### src/core/clock_unit_pkg.sv
// Purpose: Shared constants of the clock select and modulation control
// Assumes: APB with 32-bit data, register index times four is the byte address
// Notes: Narrow registers sit in the low byte, upper bits read zero
package clock_unit_pkg;
    localparam int ADDR_W = 10;
    // Register indices; byte address is four times the index
    localparam logic [7:0] IDX_FLAGS = 8'h37;
    localparam logic [7:0] IDX_IRQ_EN = 8'h38;
    localparam logic [7:0] IDX_CLK_SEL = 8'h39;
    localparam logic [7:0] IDX_PLL_MOD = 8'h3A;
    // Flag and enable bit positions
    localparam int BIT_TIMER = 7;
    localparam int BIT_LOCK_CHG = 4;
    localparam int BIT_LOCK = 3;
    localparam int BIT_OSC_CHG = 1;
    localparam int BIT_OSC_UP = 0;
    // Clock select bit positions
    localparam int BIT_PLL_SEL = 7;
    localparam int BIT_KEEP_OSC = 6;
    localparam int BIT_TIMER_STOP = 3;
    localparam int BIT_WD_STOP = 2;
    localparam int BIT_TIMER_CLK = 1;
    localparam int BIT_WD_CLK = 0;
    // Modulation field
    localparam int BIT_FM_LO = 4;
    localparam int BIT_FM_HI = 5;
    // Masks of implemented bits
    localparam logic [7:0] MASK_FLAGS_W1C = 8'h92;
    localparam logic [7:0] MASK_IRQ_EN = 8'h92;
    localparam logic [7:0] MASK_CLK_NORMAL = 8'hCE;
    localparam logic [7:0] MASK_CLK_ALL = 8'hCF;
    localparam logic [7:0] MASK_PLL_MOD = 8'h30;
    // Reset values
    localparam logic [7:0] RST_IRQ_EN = 8'h00;
    localparam logic [7:0] RST_CLK_SEL = 8'h80;
    localparam logic [7:0] RST_PLL_MOD = 8'h00;
    // Clock ratios
    localparam int BUS_DIVIDER = 2;
    localparam int UNLOCKED_DIVIDER = 4;
    localparam int FM_RATE_DIVIDER = 16;
endpackage : clock_unit_pkg

### src/core/clock_unit_select.sv
// Purpose: Interrupt enables, system clock select and PLL modulation control
// Assumes: Status inputs synchronous to clk; protect bit from protection register
// Notes: One wait state on every APB access
`timescale 1ns/1ps

module clock_unit_select
    import clock_unit_pkg::*;
(
    input wire logic clk,
    input wire logic rstn,
    input wire logic psel,
    input wire logic penable,
    input wire logic pwrite,
    input wire logic [ADDR_W-1:0] paddr,
    input wire logic [31:0] pwdata,
    output logic [31:0] prdata,
    output logic pready,
    output logic pslverr,
    input wire logic writeProtect,
    input wire logic specialMode,
    input wire logic watchdogConfigTaken,
    input wire logic fullStopEntry,
    input wire logic stopActive,
    input wire logic periodicTimerEvent,
    input wire logic pllLockIn,
    input wire logic oscQualifiedIn,
    output logic periodicIrq,
    output logic lockIrq,
    output logic oscIrq,
    output logic systemClockFromPll,
    output logic keepOscillatorInStop,
    output logic timerClockSelect,
    output logic watchdogClockSelect,
    output logic timerHalted,
    output logic watchdogHalted,
    output logic timerRestart,
    output logic watchdogRestart,
    output logic pllDivideByFour,
    output logic pllStatusClear,
    output logic [1:0] freqModAmplitude
);

    // ************************************************************
    // Reset release
    // ************************************************************
    logic rstSync1;
    logic rstnSync;

    always_ff @(posedge clk or negedge rstn)
    begin
        if (!rstn)
        begin
            rstSync1 <= 1'b0;
            rstnSync <= 1'b0;
        end
        else
        begin
            rstSync1 <= 1'b1;
            rstnSync <= rstSync1;
        end
    end

    // ************************************************************
    // APB decode
    // ************************************************************
    function automatic logic [ADDR_W-1:0] byteAddr(input logic [7:0] idx);
        byteAddr = {idx, 2'b00};
    endfunction : byteAddr

    logic [7:0] flagsReg;
    logic [7:0] irqEnable;
    logic [7:0] clockSelect;
    logic [7:0] pllModulation;
    logic lockStatus;
    logic oscQualified;
    logic watchdogOnceUsed;
    logic watchdogRearm;

    wire accessDone = psel && penable && pready;
    wire wrDone = accessDone && pwrite;
    wire hitFlags = paddr == byteAddr(IDX_FLAGS);
    wire hitIrqEn = paddr == byteAddr(IDX_IRQ_EN);
    wire hitClkSel = paddr == byteAddr(IDX_CLK_SEL);
    wire hitPllMod = paddr == byteAddr(IDX_PLL_MOD);
    wire hitAny = hitFlags || hitIrqEn || hitClkSel || hitPllMod;
    wire [7:0] wrByte = pwdata[7:0];

    wire flagsWrite = wrDone && hitFlags;
    wire irqEnWrite = wrDone && hitIrqEn;
    wire clkSelWrite = wrDone && hitClkSel && !writeProtect;
    wire pllWriteTry = wrDone && hitPllMod;
    wire pllWrite = pllWriteTry && !writeProtect && clockSelect[BIT_PLL_SEL];

    wire [7:0] statusByte = {flagsReg[7:4], lockStatus, flagsReg[2:1], oscQualified};
    wire [7:0] readByte = hitFlags ? statusByte :
                          hitIrqEn ? irqEnable :
                          hitClkSel ? clockSelect :
                          hitPllMod ? pllModulation : 8'h00;

    // Ready one cycle into the access phase; error only for unmapped addresses
    always_ff @(posedge clk or negedge rstnSync)
    begin
        if (!rstnSync)
        begin
            pready <= 1'b0;
            pslverr <= 1'b0;
            prdata <= 32'h0000_0000;
        end
        else
        begin
            pready <= psel && penable && !pready;
            pslverr <= psel && penable && !pready && !hitAny;
            prdata <= {24'h00_0000, readByte};
        end
    end

    // ************************************************************
    // Status and change flags
    // ************************************************************
    // A PLL rewrite drops both status bits for one cycle; after that they follow pllLockIn and oscQualifiedIn again
    wire next_lockStatus = pllWrite ? 1'b0 : pllLockIn;
    wire next_oscQualified = pllWrite ? 1'b0 : oscQualifiedIn;
    wire lockChange = next_lockStatus != lockStatus;
    wire oscChange = next_oscQualified != oscQualified;
    wire [7:0] clearBits = flagsWrite ? (wrByte & MASK_FLAGS_W1C) : 8'h00;
    wire [7:0] setBits = {periodicTimerEvent, 2'b00, lockChange, 2'b00, oscChange, 1'b0};
    // Set wins over a simultaneous write-one clear
    wire [7:0] next_flags = ((flagsReg & ~clearBits) | setBits) & MASK_FLAGS_W1C;

    always_ff @(posedge clk or negedge rstnSync)
    begin
        if (!rstnSync)
        begin
            flagsReg <= 8'h00;
            lockStatus <= 1'b0;
            oscQualified <= 1'b0;
        end
        else
        begin
            flagsReg <= next_flags;
            lockStatus <= next_lockStatus;
            oscQualified <= next_oscQualified;
        end
    end

    // ************************************************************
    // Interrupt enables and requests
    // ************************************************************
    wire [7:0] next_irqEnable = irqEnWrite ? (wrByte & MASK_IRQ_EN) : irqEnable;

    always_ff @(posedge clk or negedge rstnSync)
    begin
        if (!rstnSync)
        begin
            irqEnable <= RST_IRQ_EN;
            periodicIrq <= 1'b0;
            lockIrq <= 1'b0;
            oscIrq <= 1'b0;
        end
        else
        begin
            irqEnable <= next_irqEnable;
            periodicIrq <= flagsReg[BIT_TIMER] && irqEnable[BIT_TIMER];
            lockIrq <= flagsReg[BIT_LOCK_CHG] && irqEnable[BIT_LOCK_CHG];
            oscIrq <= flagsReg[BIT_OSC_CHG] && irqEnable[BIT_OSC_CHG];
        end
    end

    // ************************************************************
    // Clock select
    // ************************************************************
    // Watchdog clock bit stays writable in normal mode until the one-time
    // configuration lands, or once more after qualification loss cleared it
    wire watchdogWritable = !watchdogOnceUsed || watchdogRearm;
    wire [7:0] normalMask = MASK_CLK_NORMAL | {7'h00, watchdogWritable};
    wire [7:0] writeMask = specialMode ? MASK_CLK_ALL : normalMask;
    wire [7:0] mergedSel = clkSelWrite ?
        ((clockSelect & ~writeMask) | (wrByte & writeMask)) : clockSelect;
    wire oscLost = !oscQualified;
    // PLL select may only drop while qualified; loss or full stop forces it
    wire next_system_clock_from_pll = (oscLost || fullStopEntry) ? 1'b1 : mergedSel[BIT_PLL_SEL];
    wire next_timerSel = oscLost ? 1'b0 : mergedSel[BIT_TIMER_CLK];
    wire next_watchdogSel = oscLost ? 1'b0 : mergedSel[BIT_WD_CLK];
    wire [7:0] next_clockSelect = {next_system_clock_from_pll, mergedSel[BIT_KEEP_OSC], 2'b00,
        mergedSel[BIT_TIMER_STOP], mergedSel[BIT_WD_STOP], next_timerSel, next_watchdogSel};
    // Re-arm is spent only by a normal-mode set that can really land
    wire watchdogSetByWrite = clkSelWrite && !specialMode && oscQualified &&
        writeMask[BIT_WD_CLK] && wrByte[BIT_WD_CLK];
    wire watchdogLostClear = clockSelect[BIT_WD_CLK] && oscLost;

    always_ff @(posedge clk or negedge rstnSync)
    begin
        if (!rstnSync)
        begin
            clockSelect <= RST_CLK_SEL;
            watchdogOnceUsed <= 1'b0;
            watchdogRearm <= 1'b0;
        end
        else
        begin
            clockSelect <= next_clockSelect;
            watchdogOnceUsed <= watchdogOnceUsed || watchdogConfigTaken;
            watchdogRearm <= watchdogLostClear || (watchdogRearm && !watchdogSetByWrite);
        end
    end

    // ************************************************************
    // Clock routing and stop behaviour
    // ************************************************************
    // Bus divider is fixed at two for both sources, so only the source and the unlocked divide-by-four flag leave here
    wire timerRunsInStop = next_clockSelect[BIT_KEEP_OSC] &&
        next_clockSelect[BIT_TIMER_STOP] && next_timerSel;
    wire watchdogRunsInStop = next_clockSelect[BIT_KEEP_OSC] &&
        next_clockSelect[BIT_WD_STOP] && next_watchdogSel;

    always_ff @(posedge clk or negedge rstnSync)
    begin
        if (!rstnSync)
        begin
            systemClockFromPll <= 1'b1;
            keepOscillatorInStop <= 1'b0;
            timerClockSelect <= 1'b0;
            watchdogClockSelect <= 1'b0;
            timerHalted <= 1'b0;
            watchdogHalted <= 1'b0;
            timerRestart <= 1'b0;
            watchdogRestart <= 1'b0;
            pllDivideByFour <= 1'b1;
        end
        else
        begin
            systemClockFromPll <= next_system_clock_from_pll;
            keepOscillatorInStop <= next_clockSelect[BIT_KEEP_OSC];
            timerClockSelect <= next_timerSel;
            watchdogClockSelect <= next_watchdogSel;
            // Halting freezes the counters; they are not reset
            timerHalted <= stopActive && !timerRunsInStop;
            watchdogHalted <= stopActive && !watchdogRunsInStop;
            timerRestart <= next_timerSel != clockSelect[BIT_TIMER_CLK];
            watchdogRestart <= next_watchdogSel != clockSelect[BIT_WD_CLK];
            pllDivideByFour <= !next_lockStatus;
        end
    end

    // ************************************************************
    // PLL modulation
    // ************************************************************
    wire [7:0] next_pllModulation = pllWrite ? (wrByte & MASK_PLL_MOD) : pllModulation;

    always_ff @(posedge clk or negedge rstnSync)
    begin
        if (!rstnSync)
        begin
            pllModulation <= RST_PLL_MOD;
            pllStatusClear <= 1'b0;
            freqModAmplitude <= 2'b00;
        end
        else
        begin
            pllModulation <= next_pllModulation;
            pllStatusClear <= pllWrite;
            freqModAmplitude <= next_pllModulation[BIT_FM_HI:BIT_FM_LO];
        end
    end
endmodule : clock_unit_select

### config.mk
export PLATFORM = sky130hd
export DESIGN_NAME = clock_unit_select
export DESIGN_NICKNAME = d
export VERILOG_FILES = /design/src/core/clock_unit_pkg.sv /design/src/core/clock_unit_select.sv
export SDC_FILE = /design/constraint.sdc
export NUM_CORES = 1
export LEC_CHECK = 0
export BUFFER_PORTS_ARGS = -buffer_cell sky130_fd_sc_hd__buf_2
export CAP_MARGIN = 20
export CELL_PAD_IN_SITES_DETAIL_PLACEMENT = 1
export CELL_PAD_IN_SITES_GLOBAL_PLACEMENT = 1
export CORE_ASPECT_RATIO = 1.75
export CORE_UTILIZATION = 31
export CTS_CLUSTER_DIAMETER = 80
export DETAILED_ROUTE_END_ITERATION = 7
export PLACE_DENSITY = 0.75
export SLEW_MARGIN = 20
export SYNTH_ARGS = -nofsm -noshare
export SYNTH_HDL_FRONTEND = slang
export SYNTH_SLANG_ARGS = --single-unit
### constraint.sdc
create_clock -name clk -period 1.65 [get_ports clk]
set_input_delay 0.165 -clock clk [delete_from_list [all_inputs] [get_ports clk]]
set_output_delay 0.165 -clock clk [all_outputs]
set_load 0.02 [all_outputs]
# Yosys cells after proc, flatten, opt, wreduce, memory -nomap -nowiden
# Cells that the tools add are included.
[word_totals]
ff_bits = 43
inputBits = 55
out_inout_bits = 49
word_cells = 98
[op_classes]
eq_ne = 8
mux = 13
bitwise_logic = 7
reduce_logical = 44
[ops]
columns = ["operator", "n"]
rows = [
  ["$eq 10x8->1 const B", 4],
  ["$mux 8", 5],
  ["$logic_and 1x1->1", 27],
  ["$and 8x8->8", 3],
  ["$not 8->8", 2],
  ["$or 8x8->8", 2],
  ["$mux 6", 2],
  ["$logic_not 1->1", 10],
  ["$logic_or 1x1->1", 7],
  ["$mux 1", 6],
  ["$ne 1x1->1", 4],
]

# Logic depth before layout (Yosys ltp)
[logic_depth]
depth_word = 12
mapped_depth = 8
depth_no_buf = 7

# Least setup slack after synthesis
# OpenSTA, ideal clock, no wires.
[synth_path]
kind = "input to register"
from = "input port paddr[4]"
to = "register timerHalted"
setup_ns = 0.084
arrival_time_ns = 1.721
required_ns = 1.566
slack_ns = -0.155
cell_stages = 5
path_buffers = 0
path_cell_list = "or4b_4 nor4_4 mux2i_1 clkinv_1 a41oi_2"
[synth_via]
elab_chain_cells = 8
elab_cells_between_ends = 9
classes_between = "eq/ne (1); mux (2); reduce/logical (6)"
[synth_lines]
columns = ["item", "line_no", "source"]
rows = [
  ["start, declared", "clock_unit_select.sv:14", "input wire logic [ADDR_W-1:0] paddr,"],
  ["$eq 10x8->1", "clock_unit_select.sv:83", "wire hitClkSel = paddr == byteAddr(IDX_CLK_SEL);"],
  ["$logic_and 1x1->1 (2 in a row)", "clock_unit_select.sv:90", "wire clkSelWrite = wrDone && hitClkSel && !writeProtect;"],
  ["$mux 8", "clock_unit_select.sv:177", "wire [7:0] mergedSel = clkSelWrite ?"],
  ["net mergedSel[6]", "clock_unit_select.sv:177", ""],
  ["$logic_and 1x1->1", "clock_unit_select.sv:211", "wire timerRunsInStop = next_clockSelect[BIT_KEEP_OSC] &&"],
  ["$logic_and 1x1->1", "clock_unit_select.sv:212", "next_clockSelect[BIT_TIMER_STOP] && next_timerSel;"],
  ["$logic_not 1->1", "clock_unit_select.sv:237", "timerHalted <= stopActive && !timerRunsInStop;"],
  ["$logic_and 1x1->1", "clock_unit_select.sv:237", ""],
  ["end signal, assigned", "clock_unit_select.sv:237", ""],
  ["end, declared", "clock_unit_select.sv:34", "output logic timerHalted,"],
]
# The timed path passes the listed nets, and every way through them passes these cells.
# A chain may end at the register's enable or synchronous reset.

# Final worst setup path
[layout_path]
from = "register pready"
to = "register timerHalted"
[layout_via]
elab_chain_cells = 9
elab_cells_between_ends = 10
classes_between = "mux (2); reduce/logical (8)"
[layout_lines]
columns = ["item", "line_no", "source"]
rows = [
  ["start, declared", "clock_unit_select.sv:17", "output logic pready,"],
  ["start signal, assigned", "clock_unit_select.sv:111", "pready <= psel && penable && !pready;"],
  ["$logic_and 1x1->1", "clock_unit_select.sv:79", "wire accessDone = psel && penable && pready;"],
  ["$logic_and 1x1->1", "clock_unit_select.sv:80", "wire wrDone = accessDone && pwrite;"],
  ["$logic_and 1x1->1 (2 in a row)", "clock_unit_select.sv:90", ""],
  ["$mux 8", "clock_unit_select.sv:177", ""],
  ["net mergedSel[3]", "clock_unit_select.sv:177", ""],
  ["$logic_and 1x1->1", "clock_unit_select.sv:211", ""],
  ["$logic_and 1x1->1", "clock_unit_select.sv:212", ""],
  ["$logic_not 1->1", "clock_unit_select.sv:237", ""],
  ["$logic_and 1x1->1", "clock_unit_select.sv:237", ""],
]
# The timed path passes the listed nets, and every way through them passes these cells.

==> run summary <==
The floorplan has 36 rows. STA classifies the critical path endpoint as a flop. The via count of the first global-routing pass is ~1.4k. Among all cell types in the netlist, the one instantiated most often is dfrtp_1. The nature of the critical path startpoint is a flop. For this run, the top clock speed supported by timing is 0.644 GHz. The most numerous cell on the critical path is buf_6. The netlist uses 38 different library cells. The CTS buffer count is 5. The H-tree was split into 2 levels. The post-place setup slack is -214 ps. The total power divided by cell area is 772 nW/um^2. The minimum period implied by the final worst setup slack is 1550 ps. The area share of the largest cell type after synthesis is 0.520.

Setup repair after global routing could not meet its margin everywhere. The core region is 5540 um^2. Across the routed clock network, the largest skew measured is 6.29 ps. The data required time at the worst endpoint came out at about 1900 ps. The total number of vias is between 1k and 1.5k.

The detailed placer's ending HPWL came out at 3380 um. At the worst endpoint, the arrival time is 1770 ps. The violation count after the first detailed-route iteration came out at 14. The clock slew seen by the registers of the worst setup and hold paths is 80 ps. Port buffering added 55 buffers. The post-synth design cell area came out at 1780 um^2. 0 antenna diodes ended up in the layout. The number of endpoints failing setup at the final stage is 0. The run finished with clean final reports. Walking the worst path, the cells encountered are nand4_1 > buf_6 > nor4_4 > buf_6 > mux2_4 > a41oi_2. The overall track demand over capacity in global routing came out at 0.156. The highest fanout seen on the critical path is 7.

In the synthesized netlist, the cells that appear most often are 37 x dfrtp_1, 24 x buf_4, 19 x nand2_1. The starting density of the core came out at 0.322. The total number of yosys warnings is 0. Ranked by total cell area, the synthesized netlist is headed by dfrtp_1 52%, buf_4 10%, nand2_1 4.0%. The root buffer cell chosen for the clock tree is clkbuf_8. Of all cell types, the one taking the most synthesized area is dfrtp_1. The number of hold violations in the final report is 0. The post-route clock period utilization came out at 0.940. The number of pins with negative max-slew slack in the final report is 0.

Routability-driven placement finished with a final weighted congestion of 0.797. The average wire length per cell after detail routing is 13.4 um. In this run the vertical extent of the chip is 102 um. The pin count of the biggest net entering global routing is 38. Summing internal, switching and leakage power gives 1820 uW.

On the worst path, the slowest cell contributes a delay of approximately 370 ps. The tree built by TritonCTS fans out to 39 sinks. The largest individual stage delay along the critical path comes from the cell dfrtp_2. The average footprint of a synthesized cell is 11.1 um^2. The fraction of the core area covered by cells at the end of the flow is 0.425.

The number of nets still failing antenna checks after routing came out at 0. The first global-routing pass estimated approximately 6900 um of wire. The register-to-register path setup slack is 100 ps. The synthesis-to-layout area growth is 32.0%. The total wire length after detailed routing is 4290 um.

The clock insertion delay at the later pin of the skew report is 300 ps. In the routed layout, each cell is associated on average with a via count of 4.31. In the routed design, unresolved DRC markers number 0. The layout cell share with drive strength beyond 1 is 0.416. In this run, synthesis produced a sequential element count of 39. The number of synthesized flops with an enable pin came out at 0. The post-synthesis instance total came out at 161.

Across all hold checks on the routed design, the worst slack comes to 56.5 ps. Across the VDD grid, the largest voltage drop is 0.000382 V. Across the run, the number of max-cap violations was 0. The maximum clock insertion buffer count is 2. The cell count of the worst reg-to-reg path is 6. The count of nets after finishing came out at between 200 and 300. The critical path class is flop to flop. In this run the horizontal extent of the chip is 59.3 um. The type of the worst min-delay path is input port to flop. The number of placed I/O pins is 104. Once routing completed, OpenROAD measured the worst setup slack at 98.4 ps. The launching element of the worst setup path is pready. The first TritonRoute pass finished after 2 iterations. The endpoint identified for the worst register-to-register timing path is timerHalted. The part of the Yosys area used for sequential elements came out at 0.549. TritonCTS built the clock tree. The aggregate global routing overflow is 0. The die footprint came out at 6070 um^2.

The initial antenna violation count came out at 0. The top flip-flop cell by instance count after synthesis is dfrtp_1. The critical path ends at timerHalted. In this run the critical register-to-register path is launched from pready. For this design the static power due to leakage is roughly 0.0012 uW. The proportion of synthesized flip-flops having asynchronous set or reset is 1.00.
==> cells by family after synthesis <==
kind of cell | synth area share
simple gates | 0.166
flops | 0.549
buf+inv | 0.125
compound gates | 0.0885
mux | 0.0576
xor+xnor | 0.00983
other cells | 0.00422
==> power breakdown <==
part	internal, uW	switching (uW)
Clock	296	350
Combinational	70.2	123
Sequential	968	8.79
Total	1330	481
==> critical path: cells and delay by family, from the launching register on <==
kind            cells  cell delay, ps
simple gates        2             280
flops               1             370
buf+inv             2             350
compound gates      1             160
mux                 1             320
==> state kept, by name (all words and copies together), names as in the netlist, 2 cells and up <==
| name | cells |
|---|---|
| clockSelect | 6 |
| flagsReg | 3 |
| freqModAmplitude | 2 |
| irqEnable | 3 |
| prdata | 8 |
==> metal layers <==
| layer | part of all wire | global-route usage |
|---|---|---|
| met1 | 0.35 | 0.156 |
| met2 | 0.58 | 0.300 |
| met3 | 0.047 | 0.0304 |
| met4 | 0.018 | 0.0659 |
| met5 | 0 | 0 |
==> what timing repair did <==
item | CTS | global route
endpoints found under the hold margin | 2 | 0
setup buffers | 1 | 0
setup endpoints to repair | 2 | 4
gates resized for setup | 2 | 7
pin swaps | 2 | 0
hold buffers | 1 | 0
==> how the worst min path moves through the flow <==
stage	start	endpoint	slack, ps	cells after the start
2_1_floorplan	rstn	rstSync1	-130	0
3_3_place_gp	rstn	rstSync1	-50	1
3_5_place_dp	rstn	rstSync1	-50	1
4_1_cts	periodicTimerEvent	flagsReg[7]	50	2
5_1_grt	periodicTimerEvent	flagsReg[7]	50	2
6_report	periodicTimerEvent	flagsReg[7]	60	2
==> cell usage in the layout, fill, tap and decap left out, types with 2 or more instances in the layout <==
cell type	count
a21o_1	2
a22o_1	3
and2_1	6
buf_2	55
buf_4	20
buf_6	2
clkbuf_8	5
conb_1	25
dfrtp_1	36
dfstp_2	2
inv_1	7
mux2_2	2
mux2_4	2
mux2i_1	4
nand2_1	18
nand2b_1	2
nand3b_1	3
nand4bb_1	2
nor2_1	5
nor3_1	3
nor4_1	2
o21ai_0	11
xnor2_1	2
==> stage by stage <==
stage / std cells / setup TNS (ps) / instance area, um^2
global route: 319 / -9.52 / 2350
finish: 319 / 0 / 2350
detailed placement: 309 / -1140 / 2210
CTS: 319 / 0 / 2320
global placement: 309 / -628 / 2210
floorplan: 184 / -213 / 1890
==> cell type report <==
| class | instances | area (um^2) |
|---|---|---|
| Tap cell | 76 | 95.1 |
| Clock buffer | 6 | 72.6 |
| Sequential cell | 39 | 980 |
| Inverter | 8 | 30.0 |
| Multi-Input combinational cell | 110 | 704 |
| Timing Repair Buffer | 78 | 458 |
| Clock inverter | 2 | 12.5 |
| Fill cell | 654 | 3190 |
Note: power is estimated with default switching activity, not from simulation.
